===== src/core/ugc_pkg.sv =====
/*
  Package for the USB general control block: register byte offsets, field
  positions, reset values and the endpoint memory layout.
  Assumes an AXI4-Lite master with 32-bit data and one register per word.
*/
package ugc_pkg;
  localparam int NUM_EP = 7;
  localparam int EP_SRC = 8;
  localparam int MEM_W = 10;
  // register byte offsets
  localparam logic [7:0] OFF_PAD = 8'h00;
  localparam logic [7:0] OFF_GCTL = 8'h04;
  localparam logic [7:0] OFF_GSTA = 8'h08;
  localparam logic [7:0] OFF_GIRQ = 8'h0C;
  localparam logic [7:0] OFF_DCTL = 8'h10;
  localparam logic [7:0] OFF_DIRQ = 8'h14;
  localparam logic [7:0] OFF_DIEN = 8'h18;
  localparam logic [7:0] OFF_EPSUM = 8'h1C;
  localparam logic [7:0] OFF_EPSEL = 8'h20;
  localparam logic [7:0] OFF_EPCFG = 8'h24;
  localparam logic [7:0] OFF_EPFLG = 8'h28;
  localparam logic [7:0] OFF_EPIEN = 8'h2C;
  localparam logic [7:0] OFF_EPBASE = 8'h30;
  // general control fields
  localparam int GC_EN = 7;
  localparam int GC_FRZ = 5;
  localparam int GC_PADE = 4;
  localparam int GC_VTE = 0;
  localparam logic [7:0] GCTL_RST = 8'h20;
  localparam logic [7:0] GCTL_MASK = 8'hB1;
  // status fields
  localparam int GS_ROLE = 1;
  localparam int GS_SUPPLY_PRESENT_FLAG = 0;
  // device control fields
  localparam int DC_DETACH = 0;
  localparam int DC_LSM = 2;
  localparam int DC_RSTCPU = 3;
  localparam logic [7:0] DCTL_RST = 8'h01;
  localparam logic [7:0] DCTL_MASK = 8'h0D;
  // device irq fields
  localparam int DI_SUSP = 0;
  localparam int DI_WAKE = 4;
  localparam logic [7:0] DI_MASK = 8'h11;
  // endpoint config fields and AXI response codes
  localparam int EC_EN = 0;
  localparam int EC_MEMORY_RESERVE_BIT = 1;
  localparam int EC_BK = 2;
  localparam int EC_SZ = 4;
  localparam int EC_OK = 7;
  localparam logic [1:0] RESP_OKAY = 2'b00;
  localparam logic [1:0] RESP_SLVERR = 2'b10;
endpackage


===== src/core/ugc_general_control.sv =====
/*
  USB device general control: enable/reset, clock freeze, pad idle control,
  supply detection, wake detection, interrupt lines and sliding endpoint
  memory allocation, behind an AXI4-Lite register slave.
  Assumes supply and data-line activity inputs are asynchronous to aclk and are synchronised here;
  bus suspend and endpoint source events come from the transfer engine.
*/
`timescale 1ns/100ps
// Function
// RULE1: hardware resets leave controller disabled, reset
// RULE2: bus end-of-reset CPU reset keeps controller enabled
// RULE3: reset state: disabled, frozen, pad suspended
// RULE4: enable enters idle; disable resets controller
// RULE5: separate general and endpoint interrupt lines
// RULE6: supply and wake detection work while frozen
// RULE7: every data-line change raises wake flag; code raises it only while the controller is enabled
// RULE8: eight enabled endpoint sources; summary shows endpoint
// RULE9: power-down wakes only on wake, supply
// RULE10: general and device registers accessible while frozen
// RULE11: frozen clock permits only wake, supply interrupts
// RULE12: low speed select routes pull-up D- or D+
// RULE13: firmware reserves endpoint memory in increasing order
// RULE14: reserve inserts buffer, next endpoint slides up
// RULE15: disable keeps reservation; free slides next down
// RULE16: endpoint 0 kept; same parameters no slide
// RULE17: config accepted even when memory overlaps
// RULE18: suspend idles pad; non-idle wakes pad
// RULE19: detach idles pad; clearing detach reactivates
// RULE20: supply present at 1.4V; role reads one
// RULE21: every supply edge sets flag; enable gates
// RULE22: no attach without supply; pad enable always writable
// RULE23: async detections synchronised before setting flags
module ugc_general_control (
  input wire logic aclk,
  input wire logic aresetn,
  input wire logic [31:0] s_axi_awaddr,
  input wire logic s_axi_awvalid,
  output logic s_axi_awready,
  input wire logic [31:0] s_axi_wdata,
  input wire logic [3:0] s_axi_wstrb,
  input wire logic s_axi_wvalid,
  output logic s_axi_wready,
  output logic [1:0] s_axi_bresp,
  output logic s_axi_bvalid,
  input wire logic s_axi_bready,
  input wire logic [31:0] s_axi_araddr,
  input wire logic s_axi_arvalid,
  output logic s_axi_arready,
  output logic [31:0] s_axi_rdata,
  output logic [1:0] s_axi_rresp,
  output logic s_axi_rvalid,
  input wire logic s_axi_rready,
  input wire logic session_valid,
  input wire logic line_activity,
  input wire logic bus_suspend,
  input wire logic bus_end_of_reset,
  input wire logic [6:0] ep_events,
  input wire logic [2:0] ep_event_src,
  output logic ctrl_reset,
  output logic ctrl_clk_en,
  output logic xcvr_en,
  output logic pad_active,
  output logic pullup_dplus,
  output logic pullup_dminus,
  output logic pad_regulator_enable,
  output logic supply_sense_pad_enable,
  output logic cpu_reset_req,
  output logic general_irq,
  output logic endpoint_irq
);
  logic [7:0] pad_r, gctl_r, dctl_r, dirq_r, dien_r, epsel_r;
  logic [7:0] epcfg_r [ugc_pkg::NUM_EP];
  logic [7:0] epflg_r [ugc_pkg::NUM_EP];
  logic [7:0] epien_r [ugc_pkg::NUM_EP];
  logic [ugc_pkg::MEM_W-1:0] base_r [ugc_pkg::NUM_EP];
  logic vtrans_r;
  logic sv_s1_r, sv_s2_r, sv_s3_r, la_s1_r, la_s2_r, la_s3_r;
  logic aw_hold_r, w_hold_r, wstrb_r;
  logic [7:0] awaddr_r;
  logic [31:0] wdata_r;
  logic wr_go, rd_go, bad_wr_nxt;
  logic [7:0] wa, wd;
  logic [2:0] sel;
  logic en, frozen, supply_edge, wake_ev, susp_ev;
  logic [7:0] ep_sum;
  logic [7:0] rd_nxt;

  assign en = gctl_r[ugc_pkg::GC_EN];
  assign frozen = gctl_r[ugc_pkg::GC_FRZ] | ~en;
  assign sel = epsel_r[2:0] < 3'h7 ? epsel_r[2:0] : 3'h0;

  // aw and w accepted in either order, response after both
  assign s_axi_awready = ~aw_hold_r & ~s_axi_bvalid;
  assign s_axi_wready = ~w_hold_r & ~s_axi_bvalid;
  assign s_axi_arready = ~s_axi_rvalid;
  assign wr_go = (aw_hold_r | (s_axi_awvalid & s_axi_awready)) &
                 (w_hold_r | (s_axi_wvalid & s_axi_wready)) & ~s_axi_bvalid;
  assign rd_go = s_axi_arvalid & s_axi_arready;
  assign wa = aw_hold_r ? awaddr_r : s_axi_awaddr[7:0];
  assign wd = w_hold_r ? wdata_r[7:0] : s_axi_wdata[7:0];

  always_ff @(posedge aclk) begin
    if (!aresetn) begin
      aw_hold_r <= 1'b0;
      w_hold_r <= 1'b0;
      awaddr_r <= 8'h00;
      wdata_r <= 32'h0000_0000;
      wstrb_r <= 1'b0;
    end else begin
      if (s_axi_awvalid && s_axi_awready && !wr_go) begin
        aw_hold_r <= 1'b1;
        awaddr_r <= s_axi_awaddr[7:0];
      end else if (wr_go) begin
        aw_hold_r <= 1'b0;
      end
      if (s_axi_wvalid && s_axi_wready && !wr_go) begin
        w_hold_r <= 1'b1;
        wdata_r <= s_axi_wdata;
        wstrb_r <= s_axi_wstrb[0];
      end else if (wr_go) begin
        w_hold_r <= 1'b0;
      end
    end
  end

  // byte lane 0 must be strobed; unmapped address answers SLVERR
  logic wstrb0;
  assign wstrb0 = w_hold_r ? wstrb_r : s_axi_wstrb[0];
  assign bad_wr_nxt = (wa > ugc_pkg::OFF_EPBASE) || (wa[1:0] != 2'b00);

  always_ff @(posedge aclk) begin
    if (!aresetn) begin
      s_axi_bvalid <= 1'b0;
      s_axi_bresp <= ugc_pkg::RESP_OKAY;
    end else if (wr_go) begin
      s_axi_bvalid <= 1'b1;
      s_axi_bresp <= bad_wr_nxt ? ugc_pkg::RESP_SLVERR : ugc_pkg::RESP_OKAY;
    end else if (s_axi_bready) begin
      s_axi_bvalid <= 1'b0;
    end
  end

  logic wr_en;
  assign wr_en = wr_go & wstrb0 & ~bad_wr_nxt;

  // synchronisers for the asynchronous detections
  always_ff @(posedge aclk) begin
    if (!aresetn) begin
      sv_s1_r <= 1'b0;
      sv_s2_r <= 1'b0;
      sv_s3_r <= 1'b0;
      la_s1_r <= 1'b0;
      la_s2_r <= 1'b0;
      la_s3_r <= 1'b0;
    end else begin
      sv_s1_r <= session_valid; // RULE23
      sv_s2_r <= sv_s1_r;
      sv_s3_r <= sv_s2_r;
      la_s1_r <= line_activity; // RULE23
      la_s2_r <= la_s1_r;
      la_s3_r <= la_s2_r;
    end
  end
  // supply edges need only the pad enable, not the controller clock
  assign supply_edge = gctl_r[ugc_pkg::GC_PADE] & (sv_s2_r ^ sv_s3_r); // RULE6 RULE21
  assign wake_ev = en & (la_s2_r ^ la_s3_r); // RULE6 RULE7
  assign susp_ev = en & ~frozen & bus_suspend; // RULE11

  // general control and pad regulator; any hardware reset disables
  always_ff @(posedge aclk) begin
    if (!aresetn) begin
      gctl_r <= ugc_pkg::GCTL_RST; // RULE1 RULE3
      pad_r <= 8'h00;
    end else if (wr_en && wa == ugc_pkg::OFF_GCTL) begin
      gctl_r <= wd & ugc_pkg::GCTL_MASK; // RULE10 RULE22
    end else if (wr_en && wa == ugc_pkg::OFF_PAD) begin
      pad_r <= {7'h00, wd[0]};
    end
  end

  // device control: detach resets to set
  always_ff @(posedge aclk) begin
    if (!aresetn || !en) begin
      dctl_r <= ugc_pkg::DCTL_RST; // RULE4
      dien_r <= 8'h00;
    end else if (wr_en && wa == ugc_pkg::OFF_DCTL) begin
      dctl_r <= wd & ugc_pkg::DCTL_MASK; // RULE10
    end else if (wr_en && wa == ugc_pkg::OFF_DIEN) begin
      dien_r <= wd & ugc_pkg::DI_MASK;
    end
  end

  // suspend and wake flags clear each other; set beats software clear
  always_ff @(posedge aclk) begin
    if (!aresetn || !en) begin
      dirq_r <= 8'h00;
    end else if (wake_ev) begin
      dirq_r[ugc_pkg::DI_WAKE] <= 1'b1; // RULE7
      dirq_r[ugc_pkg::DI_SUSP] <= 1'b0;
    end else if (susp_ev) begin
      dirq_r[ugc_pkg::DI_SUSP] <= 1'b1; // RULE18
      dirq_r[ugc_pkg::DI_WAKE] <= 1'b0;
    end else if (wr_en && wa == ugc_pkg::OFF_DIRQ) begin
      dirq_r <= dirq_r & wd & ugc_pkg::DI_MASK;
    end
  end

  always_ff @(posedge aclk) begin
    if (!aresetn) begin
      vtrans_r <= 1'b0;
    end else if (supply_edge) begin
      vtrans_r <= 1'b1; // RULE21
    end else if (wr_en && wa == ugc_pkg::OFF_GIRQ && !wd[0]) begin
      vtrans_r <= 1'b0;
    end
  end

  // endpoint select, flags and enables
  always_ff @(posedge aclk) begin
    if (!aresetn || !en) begin
      epsel_r <= 8'h00;
    end else if (wr_en && wa == ugc_pkg::OFF_EPSEL) begin
      epsel_r <= {5'h00, wd[2:0]};
    end
  end

  for (genvar i = 0; i < ugc_pkg::NUM_EP; i++) begin : g_ep
    always_ff @(posedge aclk) begin
      if (!aresetn || !en) begin
        epflg_r[i] <= 8'h00;
        epien_r[i] <= 8'h00;
      end else begin
        if (ep_events[i] && !frozen) begin
          epflg_r[i][ep_event_src] <= 1'b1; // RULE8 RULE11
        end else if (wr_en && wa == ugc_pkg::OFF_EPFLG && sel == 3'(i)) begin
          epflg_r[i] <= epflg_r[i] & wd;
        end
        if (wr_en && wa == ugc_pkg::OFF_EPIEN && sel == 3'(i)) begin
          epien_r[i] <= wd;
        end
      end
    end
    assign ep_sum[i] = |(epflg_r[i] & epien_r[i]); // RULE8
    frozen_irq_a: assert property (@(posedge aclk) disable iff (!aresetn) // RULE11
      frozen |=> (epflg_r[i] & ~$past(epflg_r[i])) == 8'h00)
      else $error("endpoint event while frozen");
  end
  assign ep_sum[7] = 1'b0;

  // endpoint size in bytes: 8 << size code, times banks
  function automatic logic [ugc_pkg::MEM_W-1:0] ep_bytes(input logic [7:0] c);
    logic [ugc_pkg::MEM_W-1:0] b;
    b = ugc_pkg::MEM_W'(10'd8 << c[6:4]);
    if (c[ugc_pkg::EC_BK]) begin
      b = ugc_pkg::MEM_W'(b << 1);
    end
    ep_bytes = c[ugc_pkg::EC_MEMORY_RESERVE_BIT] ? b : '0;
    return ep_bytes;
  endfunction

  // sliding allocation: only the next endpoint moves
  logic memory_reserve_bit_wr;
  logic [7:0] newcfg;
  logic [ugc_pkg::MEM_W-1:0] ins_base;
  assign memory_reserve_bit_wr = wr_en && wa == ugc_pkg::OFF_EPCFG;
  assign newcfg = {1'b0, wd[6:0]};
  always_comb begin
    ins_base = '0;
    for (int k = 0; k < ugc_pkg::NUM_EP; k++) begin
      if (k < int'(sel) && epcfg_r[k][ugc_pkg::EC_MEMORY_RESERVE_BIT]) begin
        ins_base = base_r[k] + ep_bytes(epcfg_r[k]);
      end
    end
  end

  for (genvar i = 0; i < ugc_pkg::NUM_EP; i++) begin : g_cfg
    localparam int PREV = (i > 0) ? i - 1 : 0;
    always_ff @(posedge aclk) begin
      if (!aresetn || !en) begin
        epcfg_r[i] <= 8'h00;
        base_r[i] <= '0;
      end else if (memory_reserve_bit_wr && sel == 3'(i)) begin
        // config kept when only enable changes
        epcfg_r[i] <= newcfg; // RULE15
        if (newcfg[ugc_pkg::EC_EN] && newcfg[ugc_pkg::EC_MEMORY_RESERVE_BIT]) begin
          epcfg_r[i][ugc_pkg::EC_OK] <= 1'b1; // RULE17
        end
        base_r[i] <= ins_base; // RULE14
      end else if (memory_reserve_bit_wr && i > 0 && sel == 3'(PREV) &&
                   newcfg[6:1] != epcfg_r[PREV][6:1]) begin
        // next endpoint slides by the new end; unchanged params no slide
        base_r[i] <= ins_base + ep_bytes(newcfg); // RULE14 RULE15 RULE16
      end
    end
  end

  // outputs
  always_ff @(posedge aclk) begin
    if (!aresetn) begin
      cpu_reset_req <= 1'b0;
    end else begin
      cpu_reset_req <= en & dctl_r[ugc_pkg::DC_RSTCPU] & bus_end_of_reset; // RULE2
    end
  end
  logic attach;
  assign attach = en & ~dctl_r[ugc_pkg::DC_DETACH] & sv_s2_r; // RULE22
  assign ctrl_reset = ~aresetn | ~en; // RULE1 RULE4
  assign ctrl_clk_en = en & ~gctl_r[ugc_pkg::GC_FRZ]; // RULE3 RULE4
  assign xcvr_en = en; // RULE4
  assign pad_active = attach & ~dirq_r[ugc_pkg::DI_SUSP]; // RULE18 RULE19
  assign pullup_dminus = attach & dctl_r[ugc_pkg::DC_LSM]; // RULE12
  assign pullup_dplus = attach & ~dctl_r[ugc_pkg::DC_LSM]; // RULE12
  assign pad_regulator_enable = pad_r[0];
  assign supply_sense_pad_enable = gctl_r[ugc_pkg::GC_PADE]; // RULE22
  assign general_irq = (vtrans_r & gctl_r[ugc_pkg::GC_VTE]) |
                       (|(dirq_r & dien_r)); // RULE5 RULE9 RULE21
  assign endpoint_irq = |ep_sum; // RULE5

  // read mux
  always_comb begin
    rd_nxt = 8'h00;
    if (s_axi_araddr[7:0] == ugc_pkg::OFF_PAD) begin
      rd_nxt = pad_r;
    end else if (s_axi_araddr[7:0] == ugc_pkg::OFF_GCTL) begin
      rd_nxt = gctl_r;
    end else if (s_axi_araddr[7:0] == ugc_pkg::OFF_GSTA) begin
      rd_nxt = {6'h00, 1'b1, sv_s2_r}; // RULE20
    end else if (s_axi_araddr[7:0] == ugc_pkg::OFF_GIRQ) begin
      rd_nxt = {7'h00, vtrans_r};
    end else if (s_axi_araddr[7:0] == ugc_pkg::OFF_DCTL) begin
      rd_nxt = dctl_r;
    end else if (s_axi_araddr[7:0] == ugc_pkg::OFF_DIRQ) begin
      rd_nxt = dirq_r;
    end else if (s_axi_araddr[7:0] == ugc_pkg::OFF_DIEN) begin
      rd_nxt = dien_r;
    end else if (s_axi_araddr[7:0] == ugc_pkg::OFF_EPSUM) begin
      rd_nxt = ep_sum; // RULE8
    end else if (s_axi_araddr[7:0] == ugc_pkg::OFF_EPSEL) begin
      rd_nxt = epsel_r;
    end else if (s_axi_araddr[7:0] == ugc_pkg::OFF_EPCFG) begin
      rd_nxt = epcfg_r[sel];
    end else if (s_axi_araddr[7:0] == ugc_pkg::OFF_EPFLG) begin
      rd_nxt = epflg_r[sel];
    end else if (s_axi_araddr[7:0] == ugc_pkg::OFF_EPIEN) begin
      rd_nxt = epien_r[sel];
    end else if (s_axi_araddr[7:0] == ugc_pkg::OFF_EPBASE) begin
      rd_nxt = base_r[sel][ugc_pkg::MEM_W-1:2];
    end
  end

  always_ff @(posedge aclk) begin
    if (!aresetn) begin
      s_axi_rvalid <= 1'b0;
      s_axi_rdata <= 32'h0000_0000;
      s_axi_rresp <= ugc_pkg::RESP_OKAY;
    end else if (rd_go) begin
      s_axi_rvalid <= 1'b1;
      s_axi_rdata <= {24'h000000, rd_nxt};
      s_axi_rresp <= (s_axi_araddr[7:0] > ugc_pkg::OFF_EPBASE ||
                      s_axi_araddr[1:0] != 2'b00) ?
                     ugc_pkg::RESP_SLVERR : ugc_pkg::RESP_OKAY;
    end else if (s_axi_rready) begin
      s_axi_rvalid <= 1'b0;
    end
  end

  // checks
  reset_state_a: assert property (@(posedge aclk) $rose(aresetn) |-> // RULE3
    ctrl_reset && !ctrl_clk_en && !xcvr_en && !pad_active && gctl_r == ugc_pkg::GCTL_RST)
    else $error("controller not idle after reset");
  disable_reset_a: assert property (@(posedge aclk) disable iff (!aresetn) // RULE4
    !en |-> ctrl_reset && !xcvr_en && !ctrl_clk_en)
    else $error("disabled controller still running");
  speed_pullup_a: assert property (@(posedge aclk) disable iff (!aresetn) // RULE12
    !(pullup_dplus && pullup_dminus) && (!pullup_dminus || dctl_r[ugc_pkg::DC_LSM]))
    else $error("pull-up routing wrong");
  no_attach_a: assert property (@(posedge aclk) disable iff (!aresetn) // RULE22
    !sv_s2_r |-> !pullup_dplus && !pullup_dminus)
    else $error("attached without supply");
  supply_flag_a: assert property (@(posedge aclk) disable iff (!aresetn) // RULE21
    ($changed(sv_s2_r) && gctl_r[ugc_pkg::GC_PADE]) |=> vtrans_r)
    else $error("supply edge missed");
  wake_flag_a: assert property (@(posedge aclk) disable iff (!aresetn) // RULE7
    (en && $changed(la_s2_r)) ##1 en |-> dirq_r[ugc_pkg::DI_WAKE])
    else $error("wake event missed");
  detach_pad_a: assert property (@(posedge aclk) disable iff (!aresetn) // RULE19
    dctl_r[ugc_pkg::DC_DETACH] |-> !pad_active)
    else $error("pad active while detached");
  ep_irq_a: assert property (@(posedge aclk) disable iff (!aresetn) // RULE8
    endpoint_irq == (|ep_sum[6:0]) && (!endpoint_irq || $past(en)))
    else $error("endpoint interrupt wrong");
endmodule


===== config.mk =====
export PLATFORM = sky130hd
export DESIGN_NAME = ugc_general_control
export DESIGN_NICKNAME = d
export VERILOG_FILES = /design/src/core/ugc_pkg.sv /design/src/core/ugc_general_control.sv
export SDC_FILE = /design/constraint.sdc
export NUM_CORES = 1
export LEC_CHECK = 0
export ABC_AREA = 1
export BUFFER_PORTS_ARGS = -buffer_cell sky130_fd_sc_hd__buf_2
export CAP_MARGIN = 20
export CORE_MARGIN = 3
export CORE_UTILIZATION = 55
export DETAILED_ROUTE_END_ITERATION = 10
export PLACE_DENSITY = 0.78
export SETUP_SLACK_MARGIN = 0.5
export SYNTH_ARGS = -nofsm -noshare
export SYNTH_HDL_FRONTEND = slang
export SYNTH_SLANG_ARGS = --single-unit

===== constraint.sdc =====
create_clock -name aclk -period 4.2 [get_ports aclk]
set_clock_uncertainty 0.1 [all_clocks]
set_input_delay 0.42 -clock aclk [delete_from_list [all_inputs] [get_ports aclk]]
set_output_delay 0.42 -clock aclk [all_outputs]
set_load 0.01 [all_outputs]

==> results.txt <==
----------------------------------------------------
[Global route]
  Initial antenna violation count ... 0
  Pin count of the biggest net entering global routing ... 83
  Vias in the first global route ... 16615
  Wire length of the first global-routing pass ... 94700 um
  Global-route usage over all layers ... 34.4%
  Total congestion overflow ... 0

[Cells and area]
  Layout cell share with drive strength beyond 1 ... 18.0%
  Fill cell count ... 2688
  Number of nets in the layout ... 2668
  Area occupied by multi-input gates ... 9460 um^2
  Area taken by flip-flops and latches ... 7810 um^2
  Layout area overhead ... 18.1%
  Finished Cell Area ... 21300 um^2
  # diodes ... 0
  Most used cells in the layout excluding fill and tap cells ... nand2_1, nor2_1, edfxtp_1
  Leading cell type in the layout, fill and taps excluded ... nand2_1

[Power and ir drop]
  Portion of total power attributed to sequential cells ... 47.2%
  Leakage power of the design ... 8.98 nW
  Power per standard cell area ... 299 nW/um^2
  Highest ir drop seen on vdd ... 0.368 mV
  Internal power ... 4.61 mW
  Switching share of total power ... 27.5%
  Clock Power Share ... 40.4%
  Relative contribution of combinational cells to total power ... 12.4%
  Switching power ... 1.75 mW

[Timing]
  Slew HR ... 22.1%
  Max Fclk ... 0.247 GHz
  Final Max Slew Viols ... 0
  Period minus WS final ... 4.04 ns
  RSZ-0062 raised after global routing ... yes
  Transition time of the tightest slew-check pin ... 1.16 ns
  Worst hold-check slack ... 0.0137 ns
  TNS Setup ... 0 ns
  Setup-failing EPs final ... 0
  Final hold viol count ... 0
  Final cycle utilization of the critical path ... 96.2%

[Critical path]
  Worst path arrival time ... 4.26 ns
  CP Max Fanout ... 6
  Endpoint required time on the critical path ... 4.42 ns
  Kind of capture point of the worst setup path ... flop
  Nature of the critical path startpoint ... flop
  Class of the most critical setup path ... reg -> reg
  Slack of the worst reg-to-reg path ... 0.16 ns

[Synthesis]
  Number of enable flip-flop cells after synthesis ... 224
  Count of distinct cell types in the synthesized netlist ... 59
  Fraction of the yosys area taken by sequential cells ... 43.4%
  Avg Cell Area, Syn ... 7.73 um^2
  Top_reg_cell synth ... edfxtp_1
  Synth async-reset ratio ... 0%
  Post-synthesis instance total ... 2327
  Register bit count reported by yosys ... 278
  Post-synthesis instance area ... 18000 um^2
  Number of warnings printed during yosys synthesis ... 0

[Place]
  Routability Congestion ... 0.994
  Detailed Place HPWL ... 45300 um
  Total of buffers placed on input and output ports ... 71
  Dpl cell area ... 19300 um^2

[Detailed routing]
  Antenna violation net count after detailed routing ... 0
  Post-detailed-route via-to-cell ratio ... 6.13
  Post-Route WL ... 63600 um
  Drt first-iter violations ... 2568
  Routed length per instance ... 21.5 um
  Remaining DRCs ... 0
  Number of optimization iterations in the first detailed-route pass ... 6
  Vias ... 18112

[Die]
  Die boundary height ... 187 um
  Die width ... 187 um
  Number of top-level pins ... 173
  Standard-cell row count ... 65
  Initial standard-cell utilization of the core ... 56.5%
  Core area ... 31900 um^2
  Die Area ... 34900 um^2

[Hold path]
  Class of the worst hold path ... in -> reg

[CTS]
  Clock buffers created by TritonCTS ... 30
  Reg clk slew, reported paths ... 0.06 ns
  Sinks on Clock Net ... 278
  TritonCTS clock tree ... built
  Clock insertion delay at the later pin of the skew report ... 0.58 ns
  Count of H-tree levels built during CTS ... 1
  Clock root buffer master ... clkbuf_16
  Largest buffer count on any clock path ... 3

[Job]
  Maxcap violations ... 0

[Outcome]
  Outcome ... complete, no violations

----------------------------------------------------
final cells by class:
cell class | instances | area share, %
Clock inverter | 15 | 0.542
Inverter | 252 | 4.52
Timing Repair Buffer | 220 | 7.25
Tap cell | 435 | 2.56
Clock buffer | 41 | 3.87
Multi-Input combinational cell | 1716 | 44.5
Sequential cell | 278 | 36.7
power by group through the flow:
| stage | Clock, mW | Sequential (mW) | Combinational [mW] |
|---|---|---|---|
| after floorplan | 0 | 3.05 | 0.427 |
| after global placement | 0 | 3.06 | 0.705 |
| after detailed placement | 0 | 3.06 | 0.718 |
| after CTS | 2.55 | 3.00 | 0.739 |
| after global routing | 2.65 | 3.00 | 0.822 |
| final | 2.57 | 3.00 | 0.787 |
per-layer routing:
metal / GRT usage [%] / up-vias / wire length (um)
met2: 54.7 / 1325 / 28400
met3: 6.13 / 225 / 8470
li1: - / 8230 / -
met1: 46.9 / 8332 / 23500
met5: 0 / - / 0
met4: 14.4 / 0 / 3200
state kept, by name (all words and copies together), names as in the netlist, 2 cells and up:
name         flops
epien_r         56
epsel_r          3
awaddr_r         8
dctl_r           3
gctl_r           4
dien_r           2
base_r          56
s_axi_rdata      8
epcfg_r         56
epflg_r         56
wdata_r          8
dirq_r           2
worst paths after layout:
check | start | endpoint | cells past startpoint
setup / recovery | epcfg_r[2][5]$_SDFFCE_PN0P_ | base_r[5][9]$_DFFE_PP_ | 24
hold / removal | s_axi_wdata[7] | wdata_r[7]$_SDFFE_PN0P_ | 3
setup reg to reg | epcfg_r[2][5]$_SDFFCE_PN0P_ | base_r[5][9]$_DFFE_PP_ | 24
hold reg to reg | sv_s1_r$_SDFF_PN0_ | sv_s2_r$_SDFF_PN0_ | 2
critical path, stage by stage, from the launching register on:
cell      delay [ns]
edfxtp_1        0.44
inv_2           0.17
buf_12          0.12
nand3_4         0.09
o22ai_4         0.18
ha_4            0.24
nand2_2         0.07
nand2_2         0.07
a31oi_4         0.16
xor2_1          0.18
a21oi_1         0.10
o21ai_2         0.07
nand3_2         0.14
o211ai_1        0.14
nand2_2         0.14
ha_4            0.31
nand2_2         0.06
o21ai_2         0.16
nand2_1         0.08
nand2_1         0.09
a21oi_2         0.07
xnor2_2         0.31
nand2_4         0.14
nand3_1         0.11
nand2_1         0.05
synth_stat cells, drive strengths merged, types with 12 or more instances:
| master | count | area [um^2] |
|---|---|---|
| a21oi | 134 | 682 |
| o31ai | 38 | 285 |
| or2 | 14 | 87.6 |
| nor2 | 260 | 1030 |
| a31oi | 13 | 81.3 |
| xnor2 | 14 | 123 |
| nor3 | 35 | 216 |
| nand4 | 19 | 149 |
| ha | 42 | 526 |
| edfxtp | 224 | 6730 |
| o211ai | 13 | 97.6 |
| buf | 57 | 367 |
| xor2 | 34 | 298 |
| o22ai | 53 | 338 |
| o21ai | 205 | 1040 |
| nand2 | 566 | 2140 |
| a211oi | 12 | 90.1 |
| inv | 248 | 931 |
| nand3 | 173 | 908 |
| clkbuf | 57 | 214 |
| dfxtp | 54 | 1080 |
stage by stage:
step,utilization (%),power [mW],worst slack [ns],instances
CTS,64.6,6.28,0.267,2927
detailed placement,60.5,3.78,-0.196,2852
global route,66.7,6.48,0.0860,2957
floorplan,-,3.48,0.513,2360
global placement,60.4,3.76,-0.155,2849
finish,66.7,6.36,0.158,2957
what timing repair did:
item | in CTS | in global routing
endpoints found under the setup margin | 37 | 38
pin swaps | 17 | 28
hold endpoints to repair | 5 | 0
resized for setup | 70 | 101
hold buffers | 5 | 0
buffers inserted | 14 | 28
cell families (layout without fill, tap and decap cells):
| family | after synthesis | in the layout | share of synthesized area, % |
|---|---|---|---|
| XOR/XNOR | 48 | 48 | 2.34 |
| other | 1 | 34 | 0.0208 |
| adder cells (fa/ha/maj) | 49 | 49 | 3.70 |
| flip-flops | 278 | 278 | 43.4 |
| buffers and inverters | 366 | 528 | 8.48 |
| multiplexers | 5 | 5 | 0.313 |
| AND/OR/NAND/NOR | 1078 | 1078 | 25.6 |
| AO/OA/AOI/OAI | 502 | 502 | 16.1 |
(Power assumes the default switching activity.)
